`src/prh_pkg.sv`:
```
package prh_pkg;
  // clock and timeout
  localparam int unsigned CLK_PERIOD_NS = 8;
  localparam int unsigned SA_TIMEOUT_NS = 2048;
  localparam int unsigned SA_TIMEOUT_CYC = (SA_TIMEOUT_NS + CLK_PERIOD_NS - 1) / CLK_PERIOD_NS;
  localparam int TMO_W = 9;
  // data and inbound read fifo
  localparam int DATA_W = 32;
  localparam int FIFO_AW = 4;
  localparam int FIFO_DEPTH = 16;
  localparam logic [FIFO_AW:0] READ_REFILL_THRESHOLD = 5'h08;
  localparam logic [FIFO_AW:0] FIFO_STOP_LEVEL = 5'h0e;
  localparam logic [FIFO_AW:0] FIFO_FULL_LEVEL = 5'h10;
  // register offsets
  localparam logic [7:0] CTRL_OFS = 8'h00;
  localparam logic [7:0] LIMIT_OFS = 8'h04;
  localparam logic [7:0] FLAG_OFS = 8'h08;
  localparam logic [7:0] PSTAT_OFS = 8'h0c;
  localparam logic [7:0] STATE_OFS = 8'h10;
  // field positions
  localparam int CTRL_EN_BIT = 0;
  localparam int FLAG_SERR_BIT = 0;
  localparam int FLAG_PERR_BIT = 1;
  localparam int FLAG_TABORT_BIT = 2;
  localparam int PSTAT_PERR_BIT = 0;
  localparam int STATE_CNT_LSB = 0;
  localparam int STATE_PST_LSB = 8;
  // reset values
  localparam logic CTRL_EN_RST = 1'b1;
  localparam logic [31:0] LIMIT_RST = 32'hffff_fffc;
  // error event kinds carried over the handshake
  localparam int EV_SERR = 0;
  localparam int EV_PERR = 1;
  localparam int EV_TABORT = 2;
  localparam int EV_MABORT = 3;
  localparam int EV_STOP = 4;
  localparam int EV_W = 5;

  typedef enum logic [4:0] {
    P_IDLE = 5'h01,
    P_REQ = 5'h02,
    P_XFER = 5'h04,
    P_WAIT = 5'h08,
    P_HALT = 5'h10
  } prh_pstate_t;

  // pins from the pci initiator core, all in the pci clock domain
  typedef struct packed {
    logic clk;
    logic busy;
    logic valid;
    logic cend;
    logic retry;
    logic mabort;
    logic tabort;
    logic perr;
    logic serr;
    logic [DATA_W-1:0] data;
  } prh_pins_t;
endpackage : prh_pkg

```
`src/prh_fifo_if.sv`:
```
`timescale 1ns/1ns
interface prh_fifo_if;
  import prh_pkg::*;
  logic we;
  logic [FIFO_AW-1:0] waddr;
  logic [DATA_W-1:0] wdata;
  logic re;
  logic [FIFO_AW-1:0] raddr;
  logic [DATA_W-1:0] rdata;
  modport ctrl (output we, waddr, wdata, re, raddr, input rdata);
  modport store (input we, waddr, wdata, re, raddr, output rdata);
endinterface : prh_fifo_if

```
`src/prh_sync.sv`:
```
`timescale 1ns/1ns
module prh_sync #(
  parameter int W = 1
) (
  input wire logic pclk, // local clock
  input wire logic presetn, // async reset, active low
  input wire logic [W-1:0] async_in, // pins from the pci domain
  output logic [W-1:0] sync_out // two-stage synchronised copy
);
  typedef struct packed {
    logic [W-1:0] s1;
    logic [W-1:0] s2;
  } prh_sync_st_t;
  prh_sync_st_t r;
  prh_sync_st_t n;

  // first stage feeds only the second
  always_comb begin
    n = r;
    n.s1 = async_in;
    n.s2 = r.s1;
  end

  always_ff @(posedge pclk or negedge presetn) begin
    if (!presetn) begin
      r <= '0;
    end else begin
      r <= n;
    end
  end

  assign sync_out = r.s2;
endmodule : prh_sync

```
`src/prh_fifo_mem.sv`:
```
`timescale 1ns/1ns
module prh_fifo_mem (
  input wire logic pclk, // local clock
  input wire logic presetn, // async reset, active low
  prh_fifo_if.store m // write and read ports
);
  import prh_pkg::*;
  typedef struct packed {
    logic [FIFO_DEPTH-1:0][DATA_W-1:0] mem;
    logic [DATA_W-1:0] rd;
  } prh_mem_st_t;
  prh_mem_st_t r;
  prh_mem_st_t n;

  // write a word, read into the output register
  always_comb begin
    n = r;
    if (m.we) begin
      n.mem[m.waddr] = m.wdata;
    end
    if (m.re) begin
      n.rd = r.mem[m.raddr];
    end
  end

  always_ff @(posedge pclk or negedge presetn) begin
    if (!presetn) begin
      r <= '0;
    end else begin
      r <= n;
    end
  end

  assign m.rdata = r.rd;
endmodule : prh_fifo_mem

```
`src/prh_read_err.sv`:
```
// Chosen here: register access over APB and the address map.
`timescale 1ns/1ns
module prh_read_err (
  input wire logic pclk, // local bus clock, 125 MHz
  input wire logic presetn, // async reset, active low
  // apb register port
  input wire logic psel, // apb select
  input wire logic penable, // apb access phase
  input wire logic pwrite, // apb direction, 1 = write
  input wire logic [7:0] paddr, // apb byte address
  input wire logic [31:0] pwdata, // apb write data
  output logic [31:0] prdata, // apb read data
  output logic pready, // apb ready
  output logic pslverr, // apb error on unmapped address
  // local bus read request from the slave attachment
  input wire logic lb_req, // read request, level, held by master
  input wire logic lb_burst, // read_burst_qualifier, burst or cacheline
  input wire logic [31:0] lb_addr, // translated pci read address
  output logic lb_rd_ack, // one word delivered, pulse
  output logic [31:0] lb_rd_data, // word delivered with lb_rd_ack
  output logic slave_error_response, // timeout error response, pulse
  output logic lb_rearbitrate, // retry reported to master, pulse
  // pci initiator core, pci clock domain
  input wire logic pci_clk, // pci clock, sampled
  input wire logic pci_busy, // core has taken the read request
  input wire logic pci_valid, // data word valid this pci cycle
  input wire logic [31:0] pci_data, // read data word
  input wire logic pci_cend, // pci cycle ends this pci cycle
  input wire logic pci_retry, // end code: retry, no data
  input wire logic pci_mabort, // end code: master abort
  input wire logic pci_tabort, // end code: target abort
  input wire logic pci_perr, // data parity error seen
  input wire logic pci_serr, // system error seen
  output logic pci_rd_req, // read request to the core, level
  output logic [31:0] pci_rd_addr, // read address to the core
  output logic pci_rd_burst, // memory read multiple when high
  output logic pci_rd_stop // ask the core to end the cycle
);
  import prh_pkg::*;

  typedef struct packed {
    // pci facing side
    prh_pstate_t pst;
    logic [31:0] addr;
    logic burst;
    logic first;
    logic got;
    logic txn_open;
    logic req_o;
    logic stop_o;
    logic rearb;
    logic [EV_W-1:0] ev_pend;
    logic hs_req;
    logic [EV_W-1:0] hs_kind;
    logic clk_prev;
    // local side
    logic hs_ack;
    logic [FIFO_AW-1:0] wptr;
    logic [FIFO_AW-1:0] rptr;
    logic [FIFO_AW:0] count;
    logic pop_d;
    logic served;
    logic blocked;
    logic err_seen;
    logic [TMO_W-1:0] tmo;
    logic ack;
    logic [31:0] data;
    logic slv_err;
    // registers
    logic ctrl_en;
    logic [31:0] limit;
    logic [2:0] flags;
    logic perr_stat;
    logic pready;
    logic [31:0] prdata;
    logic pslverr;
  } prh_top_st_t;

  localparam logic [TMO_W-1:0] TMO_LAST = TMO_W'(SA_TIMEOUT_CYC - 1);

  prh_top_st_t r;
  prh_top_st_t n;
  prh_pins_t pin;
  logic [$bits(prh_pins_t)-1:0] pin_raw;
  logic wr;
  logic pop;
  logic flush;
  logic pe;
  logic over;
  logic refetching;
  logic deliver_ok;
  logic setup;
  logic [EV_W-1:0] ev;
  logic [EV_W-1:0] pend;
  logic [2:0] flag_set;
  logic [2:0] flag_clr;
  logic [31:0] rdmux;
  logic rd_hit;

  prh_fifo_if fif ();

  ////////////////////////////////////////////////////////////////////////////
  // pin synchroniser and inbound read fifo storage
  prh_sync #(
    .W($bits(prh_pins_t))
  ) u_sync (
    .pclk(pclk),
    .presetn(presetn),
    .async_in({pci_clk, pci_busy, pci_valid, pci_cend, pci_retry, pci_mabort,
               pci_tabort, pci_perr, pci_serr, pci_data}),
    .sync_out(pin_raw)
  );

  assign pin = prh_pins_t'(pin_raw);

  prh_fifo_mem u_mem (
    .pclk(pclk),
    .presetn(presetn),
    .m(fif.store)
  );

  assign fif.we = wr;
  assign fif.waddr = r.wptr;
  assign fif.wdata = pin.data;
  assign fif.re = pop;
  assign fif.raddr = r.rptr;

  ////////////////////////////////////////////////////////////////////////////
  // next state
  always_comb begin
    n = r;
    ev = '0;
    wr = 1'b0;
    n.rearb = 1'b0;
    n.ack = 1'b0;
    n.slv_err = 1'b0;
    // rising edge of the synchronised pci clock
    pe = pin.clk & ~r.clk_prev;
    n.clk_prev = pin.clk;
    over = r.addr > r.limit;

    // pci side sequencer, advances once per pci clock
    if (pe) begin
      case (r.pst)
        P_IDLE: begin
          if (lb_req && !r.txn_open && r.ctrl_en) begin
            n.txn_open = 1'b1;
            n.addr = {lb_addr[31:2], 2'b00};
            n.burst = lb_burst;
            n.first = 1'b1;
            n.got = 1'b0;
            if ({lb_addr[31:2], 2'b00} > r.limit) begin
              ev[EV_STOP] = 1'b1;
              n.pst = P_HALT;
            end else begin
              n.pst = P_REQ;
            end
          end
        end
        P_REQ: begin
          if (pin.busy) begin
            n.pst = P_XFER;
          end
        end
        P_XFER: begin
          // data past the last valid address is never buffered
          if (pin.valid && !over && r.count < FIFO_FULL_LEVEL) begin
            wr = 1'b1;
            n.addr = r.addr + 32'h4;
            n.got = 1'b1;
            n.first = 1'b0;
          end
          // single read parity error keeps the data
          if (pin.perr && pin.valid && !r.burst) begin
            ev[EV_PERR] = 1'b1;
          end
          if (pin.serr) begin
            ev[EV_SERR] = 1'b1;
            n.pst = P_HALT;
          end else if (pin.perr && r.burst) begin
            wr = 1'b0;
            n.addr = r.addr;
            ev[EV_PERR] = 1'b1;
            ev[EV_STOP] = 1'b1;
            n.pst = P_HALT;
          end else if (pin.cend) begin
            if (pin.tabort) begin
              ev[EV_TABORT] = 1'b1;
              ev[EV_STOP] = 1'b1;
              n.pst = P_HALT;
            end else if (pin.mabort) begin
              ev[EV_MABORT] = 1'b1;
              n.pst = P_HALT;
            end else if (pin.retry) begin
              n.rearb = 1'b1;
              n.pst = (!r.burst || r.first) ? P_REQ : P_WAIT;
            end else if (!r.burst) begin
              // a single read ends once a word has arrived
              n.pst = (r.got || wr) ? P_IDLE : P_REQ;
            end else begin
              // disconnect, latency expiry or fifo stop in a burst
              n.pst = P_WAIT;
            end
          end
        end
        P_WAIT: begin
          if (!lb_req) begin
            n.pst = P_IDLE;
          end else if (r.count < READ_REFILL_THRESHOLD && !over) begin
            n.pst = P_REQ;
          end
        end
        P_HALT: begin
          if (!lb_req) begin
            n.pst = P_IDLE;
          end
        end
        default: begin
          n.pst = P_IDLE;
        end
      endcase
    end
    if (!lb_req) begin
      n.txn_open = 1'b0;
    end
    n.req_o = n.pst == P_REQ;
    n.stop_o = (n.pst == P_XFER) && n.burst &&
               (n.count >= FIFO_STOP_LEVEL || n.addr > n.limit || !lb_req);

    // pci side of the event handshake
    pend = r.ev_pend | ev;
    if (r.hs_req && r.hs_ack) begin
      n.hs_req = 1'b0;
    end else if (!r.hs_req && !r.hs_ack && pend != '0) begin
      n.hs_req = 1'b1;
      n.hs_kind = pend;
      pend = '0;
    end
    n.ev_pend = pend;

    // local side of the event handshake
    flag_set = '0;
    if (r.hs_req && !r.hs_ack) begin
      n.hs_ack = 1'b1;
      flag_set[FLAG_SERR_BIT] = r.hs_kind[EV_SERR];
      flag_set[FLAG_PERR_BIT] = r.hs_kind[EV_PERR];
      flag_set[FLAG_TABORT_BIT] = r.hs_kind[EV_TABORT];
      n.blocked = r.blocked | r.hs_kind[EV_STOP];
      n.err_seen = r.err_seen | r.hs_kind[EV_SERR] | r.hs_kind[EV_TABORT] |
                   r.hs_kind[EV_MABORT] | r.hs_kind[EV_STOP];
    end else if (!r.hs_req) begin
      n.hs_ack = 1'b0;
    end
    if (!lb_req) begin
      n.blocked = 1'b0;
      n.err_seen = 1'b0;
      n.served = 1'b0;
    end

    // local delivery from the fifo, one word every other cycle
    deliver_ok = lb_req && !r.blocked && !(!r.burst && r.served);
    flush = !lb_req && r.pst != P_REQ && r.pst != P_XFER;
    pop = deliver_ok && r.count != '0 && !r.pop_d;
    n.pop_d = pop;
    if (r.pop_d) begin
      n.ack = 1'b1;
      n.data = fif.rdata;
      n.served = 1'b1;
    end
    if (flush) begin
      n.wptr = '0;
      n.rptr = '0;
      n.count = '0;
    end else begin
      n.wptr = r.wptr + FIFO_AW'(wr);
      n.rptr = r.rptr + FIFO_AW'(pop);
      n.count = r.count + (FIFO_AW + 1)'(wr) - (FIFO_AW + 1)'(pop);
    end

    // slave-attachment timeout, held off while still fetching
    refetching = r.ctrl_en && !r.err_seen &&
                 (r.pst == P_REQ || r.pst == P_XFER || (r.pst == P_WAIT && !over));
    if (!lb_req || r.pop_d || refetching) begin
      n.tmo = '0;
    end else if (r.tmo == TMO_LAST) begin
      n.tmo = '0;
      n.slv_err = 1'b1;
    end else begin
      n.tmo = r.tmo + TMO_W'(1);
    end

    // apb read mux
    rd_hit = 1'b1;
    rdmux = '0;
    case (paddr)
      CTRL_OFS: rdmux[CTRL_EN_BIT] = r.ctrl_en;
      LIMIT_OFS: rdmux = r.limit;
      FLAG_OFS: rdmux[2:0] = r.flags;
      PSTAT_OFS: rdmux[PSTAT_PERR_BIT] = r.perr_stat;
      STATE_OFS: begin
        rdmux[STATE_CNT_LSB +: FIFO_AW + 1] = r.count;
        rdmux[STATE_PST_LSB +: 5] = r.pst;
      end
      default: rd_hit = 1'b0;
    endcase

    // apb slave: one wait cycle, access taken when pready is high
    setup = psel && penable && !r.pready;
    n.pready = setup;
    if (setup) begin
      n.prdata = pwrite ? 32'h0 : rdmux;
      n.pslverr = !rd_hit;
    end
    flag_clr = '0;
    if (psel && penable && r.pready && pwrite && rd_hit) begin
      case (paddr)
        CTRL_OFS: n.ctrl_en = pwdata[CTRL_EN_BIT];
        LIMIT_OFS: n.limit = {pwdata[31:2], 2'b00};
        FLAG_OFS: flag_clr = pwdata[2:0];
        PSTAT_OFS: begin
          if (pwdata[PSTAT_PERR_BIT]) begin
            n.perr_stat = 1'b0;
          end
        end
        default: begin
        end
      endcase
    end
    // hardware set wins over a software clear in the same cycle
    n.flags = (r.flags & ~flag_clr) | flag_set;
    if (flag_set[FLAG_PERR_BIT]) begin
      n.perr_stat = 1'b1;
    end
  end

  ////////////////////////////////////////////////////////////////////////////
  // state register
  always_ff @(posedge pclk or negedge presetn) begin
    if (!presetn) begin
      r <= '0;
      r.pst <= P_IDLE;
      r.ctrl_en <= CTRL_EN_RST;
      r.limit <= LIMIT_RST;
    end else begin
      r <= n;
    end
  end

  ////////////////////////////////////////////////////////////////////////////
  // outputs, all from flip-flops
  assign prdata = r.prdata;
  assign pready = r.pready;
  assign pslverr = r.pslverr;
  assign lb_rd_ack = r.ack;
  assign lb_rd_data = r.data;
  assign slave_error_response = r.slv_err;
  assign lb_rearbitrate = r.rearb;
  assign pci_rd_req = r.req_o;
  assign pci_rd_addr = r.addr;
  assign pci_rd_burst = r.burst;
  assign pci_rd_stop = r.stop_o;
endmodule : prh_read_err

```
`config.mk`:
```
export PLATFORM = sky130hd
export DESIGN_NAME = prh_read_err
export DESIGN_NICKNAME = d
export VERILOG_FILES = /design/src/prh_pkg.sv /design/src/prh_fifo_if.sv /design/src/prh_sync.sv /design/src/prh_fifo_mem.sv /design/src/prh_read_err.sv
export SDC_FILE = /design/constraint.sdc
export NUM_CORES = 1
export LEC_CHECK = 0
export BUFFER_PORTS_ARGS = -buffer_cell sky130_fd_sc_hd__buf_2
export CAP_MARGIN = 5
export CORE_ASPECT_RATIO = 1.75
export CORE_MARGIN = 5
export CORE_UTILIZATION = 40
export DETAILED_ROUTE_END_ITERATION = 10
export GPL_TIMING_DRIVEN = 0
export SKIP_CTS_REPAIR_TIMING = 1
export SYNTH_ARGS = -nofsm -noshare
export SYNTH_HDL_FRONTEND = slang
export SYNTH_HIERARCHICAL = 1
export SYNTH_SLANG_ARGS = --single-unit
```
`constraint.sdc`:
```
create_clock -name pclk -period 4.67 [get_ports pclk]
set_clock_uncertainty 0.05 [all_clocks]
set_input_delay 0.934 -clock pclk [delete_from_list [all_inputs] [get_ports pclk]]
set_output_delay 0.934 -clock pclk [all_outputs]
set_load 0.01 [all_outputs]
```
==> impl_metrics.json <==
{
  "status": "finished with violations",
  "violations": "negative setup slack",
  "die_x_um": 242,
  "drc_errors": 0,
  "clkTransAtPathRegs_ps": 70,
  "synth_flop_cell": "dfrtp_1",
  "firstDrtPassIters": 6,
  "ioPinCount": 224,
  "grt_max_degree": 118,
  "final_area_um2": 43800,
  "n_antenna_cell": 0,
  "leakage_nw": 21.0,
  "async_flop_share_pct": 100,
  "r2r_cells": 19,
  "fillCellCount": 8543,
  "portBuffers": 219,
  "rows": 149,
  "slew_headroom_pct": 27.2,
  "antenna_left": 0,
  "htreeDepth": 3,
  "placed_area_um2": 40500,
  "tns_ps": -3340,
  "hold_path.class": "primary input to async pin",
  "synth_most_common_cell": "dfrtp_1",
  "critPathLaunchType": "flop",
  "cts_made_buffers": 80,
  "r2r_start": "r[50]",
  "endpoint_kind": "flop",
  "crit_type": "flop to flop",
  "num_vias": 24476,
  "area_delta_synth_final_pct": 16.2,
  "cp.arrival_ps": 5710,
  "wl_per_cell_um": 25.1,
  "required_ps": 5140,
  "antenna_found_initial": 2,
  "grt_pass1_wl_um": 165000,
  "seq_area_frac_synth_pct": 54.0,
  "synth-edff-count": 0,
  "die-area_um2": 101000,
  "die_h_um": 416,
  "period_needed_ps": 5240,
  "worst_slack_ps": -572,
  "multiInputGateArea_um2": 15800,
  "cts_tree": "done",
  "ys_seq_elements": 812,
  "slew_violations": 0,
  "vdd_drop_max_uv": 328,
  "place_congestion": 0.965,
  "synth_area_um2": 37700,
  "rsz0062_at_grt": "yes",
  "tightest_slew_ps": 1090,
  "initial_utilization_pct": 40.1,
  "clkLatencyLatePin_ps": 660,
  "critPathLaunch": "r[50]",
  "yosysTopAreaCellShare_pct": 51.8,
  "track_usage_pct": 21.5,
  "grt_pass1_vias": 25977,
  "drt_wl_total_um": 110000,
  "clock_path_buffers": 3,
  "yosys_warnings": 6,
  "power_w": 0.0173,
  "synthCells": 2781,
  "timing.reg2reg.setup_slack_ps": -570,
  "fin_crit_sh_pct": 112,
  "grt_overflow_total": 0,
  "setup_violations": 110,
  "layout-drive-gt1-share_pct": 41.2,
  "cts_root_buf": "clkbuf_16",
  "regArea_um2": 20400,
  "whs_ps": 129,
  "ys_types": 79,
  "viasPerCell": 5.58,
  "endpoint": "pci_rd_stop",
  "crit_path_max_fanout": 5,
  "p_per_area_nw_per_um2": 394,
  "drt-initial-drc-count": 1595,
  "clock-sinks": 812,
  "pre_cts_ws_ps": -2410,
  "hold_viol_final": 0,
  "r2r_end": "pci_rd_stop",
  "hpwl_um": 78500,
  "syn_avg_cell_area_um2": 13.6,
  "timing.fmax_ghz": 0.191,
  "maxCapViolCount": 0,
  "yosysTopAreaCell": "dfrtp_1",
  "ys_top_cells_by_area": "dfrtp_1, mux2_2, mux4_2, ha_1, buf_4",
  "synth_commonest_cells": "dfrtp_1, mux2_2, buf_4",
  "core_area_um2": 94000,
  "nets": 3338,
  "synth_nets": 3007
}
==> power breakdown <==
group          switching, W  leakage (nW)  internal (W)
Combinational       0.00156          8.89       0.00130
Sequential         0.000344          10.8       0.00745
Clock               0.00286          1.31       0.00374
==> metrics by stage <==
step                      util, %  cells
final                        46.6   4386
after global routing         46.6   4386
after CTS                    46.0   4364
after detailed placement     43.1   4216
after global placement       42.9   4208
after floorplan                 -   2781
==> state kept, by name, indices dropped and copies added (netlist names), 4 cells and up <==
register and flops:
fif.raddr 4, u_sync/n 41, u_mem/m.rdata 32, prdata 32, fif.waddr 4, u_mem/r 512, r 74, u_sync/sync_out 41
lb_rd_data 32, pci_rd_addr 32
==> logic make-up after synthesis <==
family | Yosys count | share of synthesized area [%]
flops | 812 | 54.0
mux | 715 | 25.0
simple gates | 419 | 5.54
buf+inv | 373 | 5.28
compound gates | 339 | 6.21
fa+ha+maj | 106 | 3.54
xor+xnor | 17 | 0.395
==> how the worst min path moves through the flow <==
| stage | startpoint | to | slack (ps) | cells past startpoint |
|---|---|---|---|---|
| 2_1_floorplan | u_sync/n[0] | u_sync/sync_out[0] | 280 | 0 |
| 3_3_place_gp | u_sync/n[19] | u_sync/sync_out[19] | 280 | 0 |
| 3_5_place_dp | u_sync/n[37] | u_sync/sync_out[37] | 280 | 0 |
| 4_1_cts | presetn | prdata[18] | 80 | 1 |
| 5_1_grt | presetn | prdata[21] | 120 | 1 |
| 6_report | presetn | prdata[18] | 130 | 1 |
==> cells in the final DEF (no fill, tap or decap), drive strengths merged, types with 6 or more instances in the layout <==
cell,count
xnor2,6
a31oi,9
nand3,50
ha,105
o21ai,78
o311ai,11
nor3,23
xor2,11
nand2,115
a21o,12
and3,15
a22o,29
dfstp,32
nor2,105
buf,458
nor4,10
nand2b,9
a32oi,6
mux2,548
a221oi,36
o22ai,33
a211oi,8
clkinv,21
mux4,128
mux2i,39
nand4,38
or3,8
a21oi,53
a22oi,21
o211ai,11
dfrtp,780
inv,64
clkbuf,218
nor2b,23
==> worst max-delay path, cell delays in order, from the launching register on <==
cell	delay [ps]
dfstp_2	610
inv_1	130
ha_1	340
nand4_1	140
a211oi_1	90
a211oi_4	400
nand4_1	270
buf_4	220
a2111oi_4	330
buf_4	210
nand2_1	170
o311ai_2	260
nand2b_1	140
ha_1	320
nand4_1	200
nor2_2	80
a211oi_1	290
o211ai_1	300
a211oi_4	440
nor4b_4	100
==> routing by layer <==
metal	share of wire, %	up-vias	routed length, um	track usage (%)
li1	-	10728	-	-
met1	37	12610	40800	24.4
met2	53	866	58000	39.2
met3	4.7	272	5190	3.36
met4	5.6	0	6140	10.7
met5	0	-	0	0
==> layout make-up <==
cell class	count	share of cell area, %
inverter	62	0.540
clock buffer	116	5.34
sequential	812	46.5
clock inverter	32	0.754
buffer	311	4.07
timing repair buffer	249	3.43
tap	1208	3.45
multi-input combinational	1596	36.0
Power figures use the tool's default switching activity.
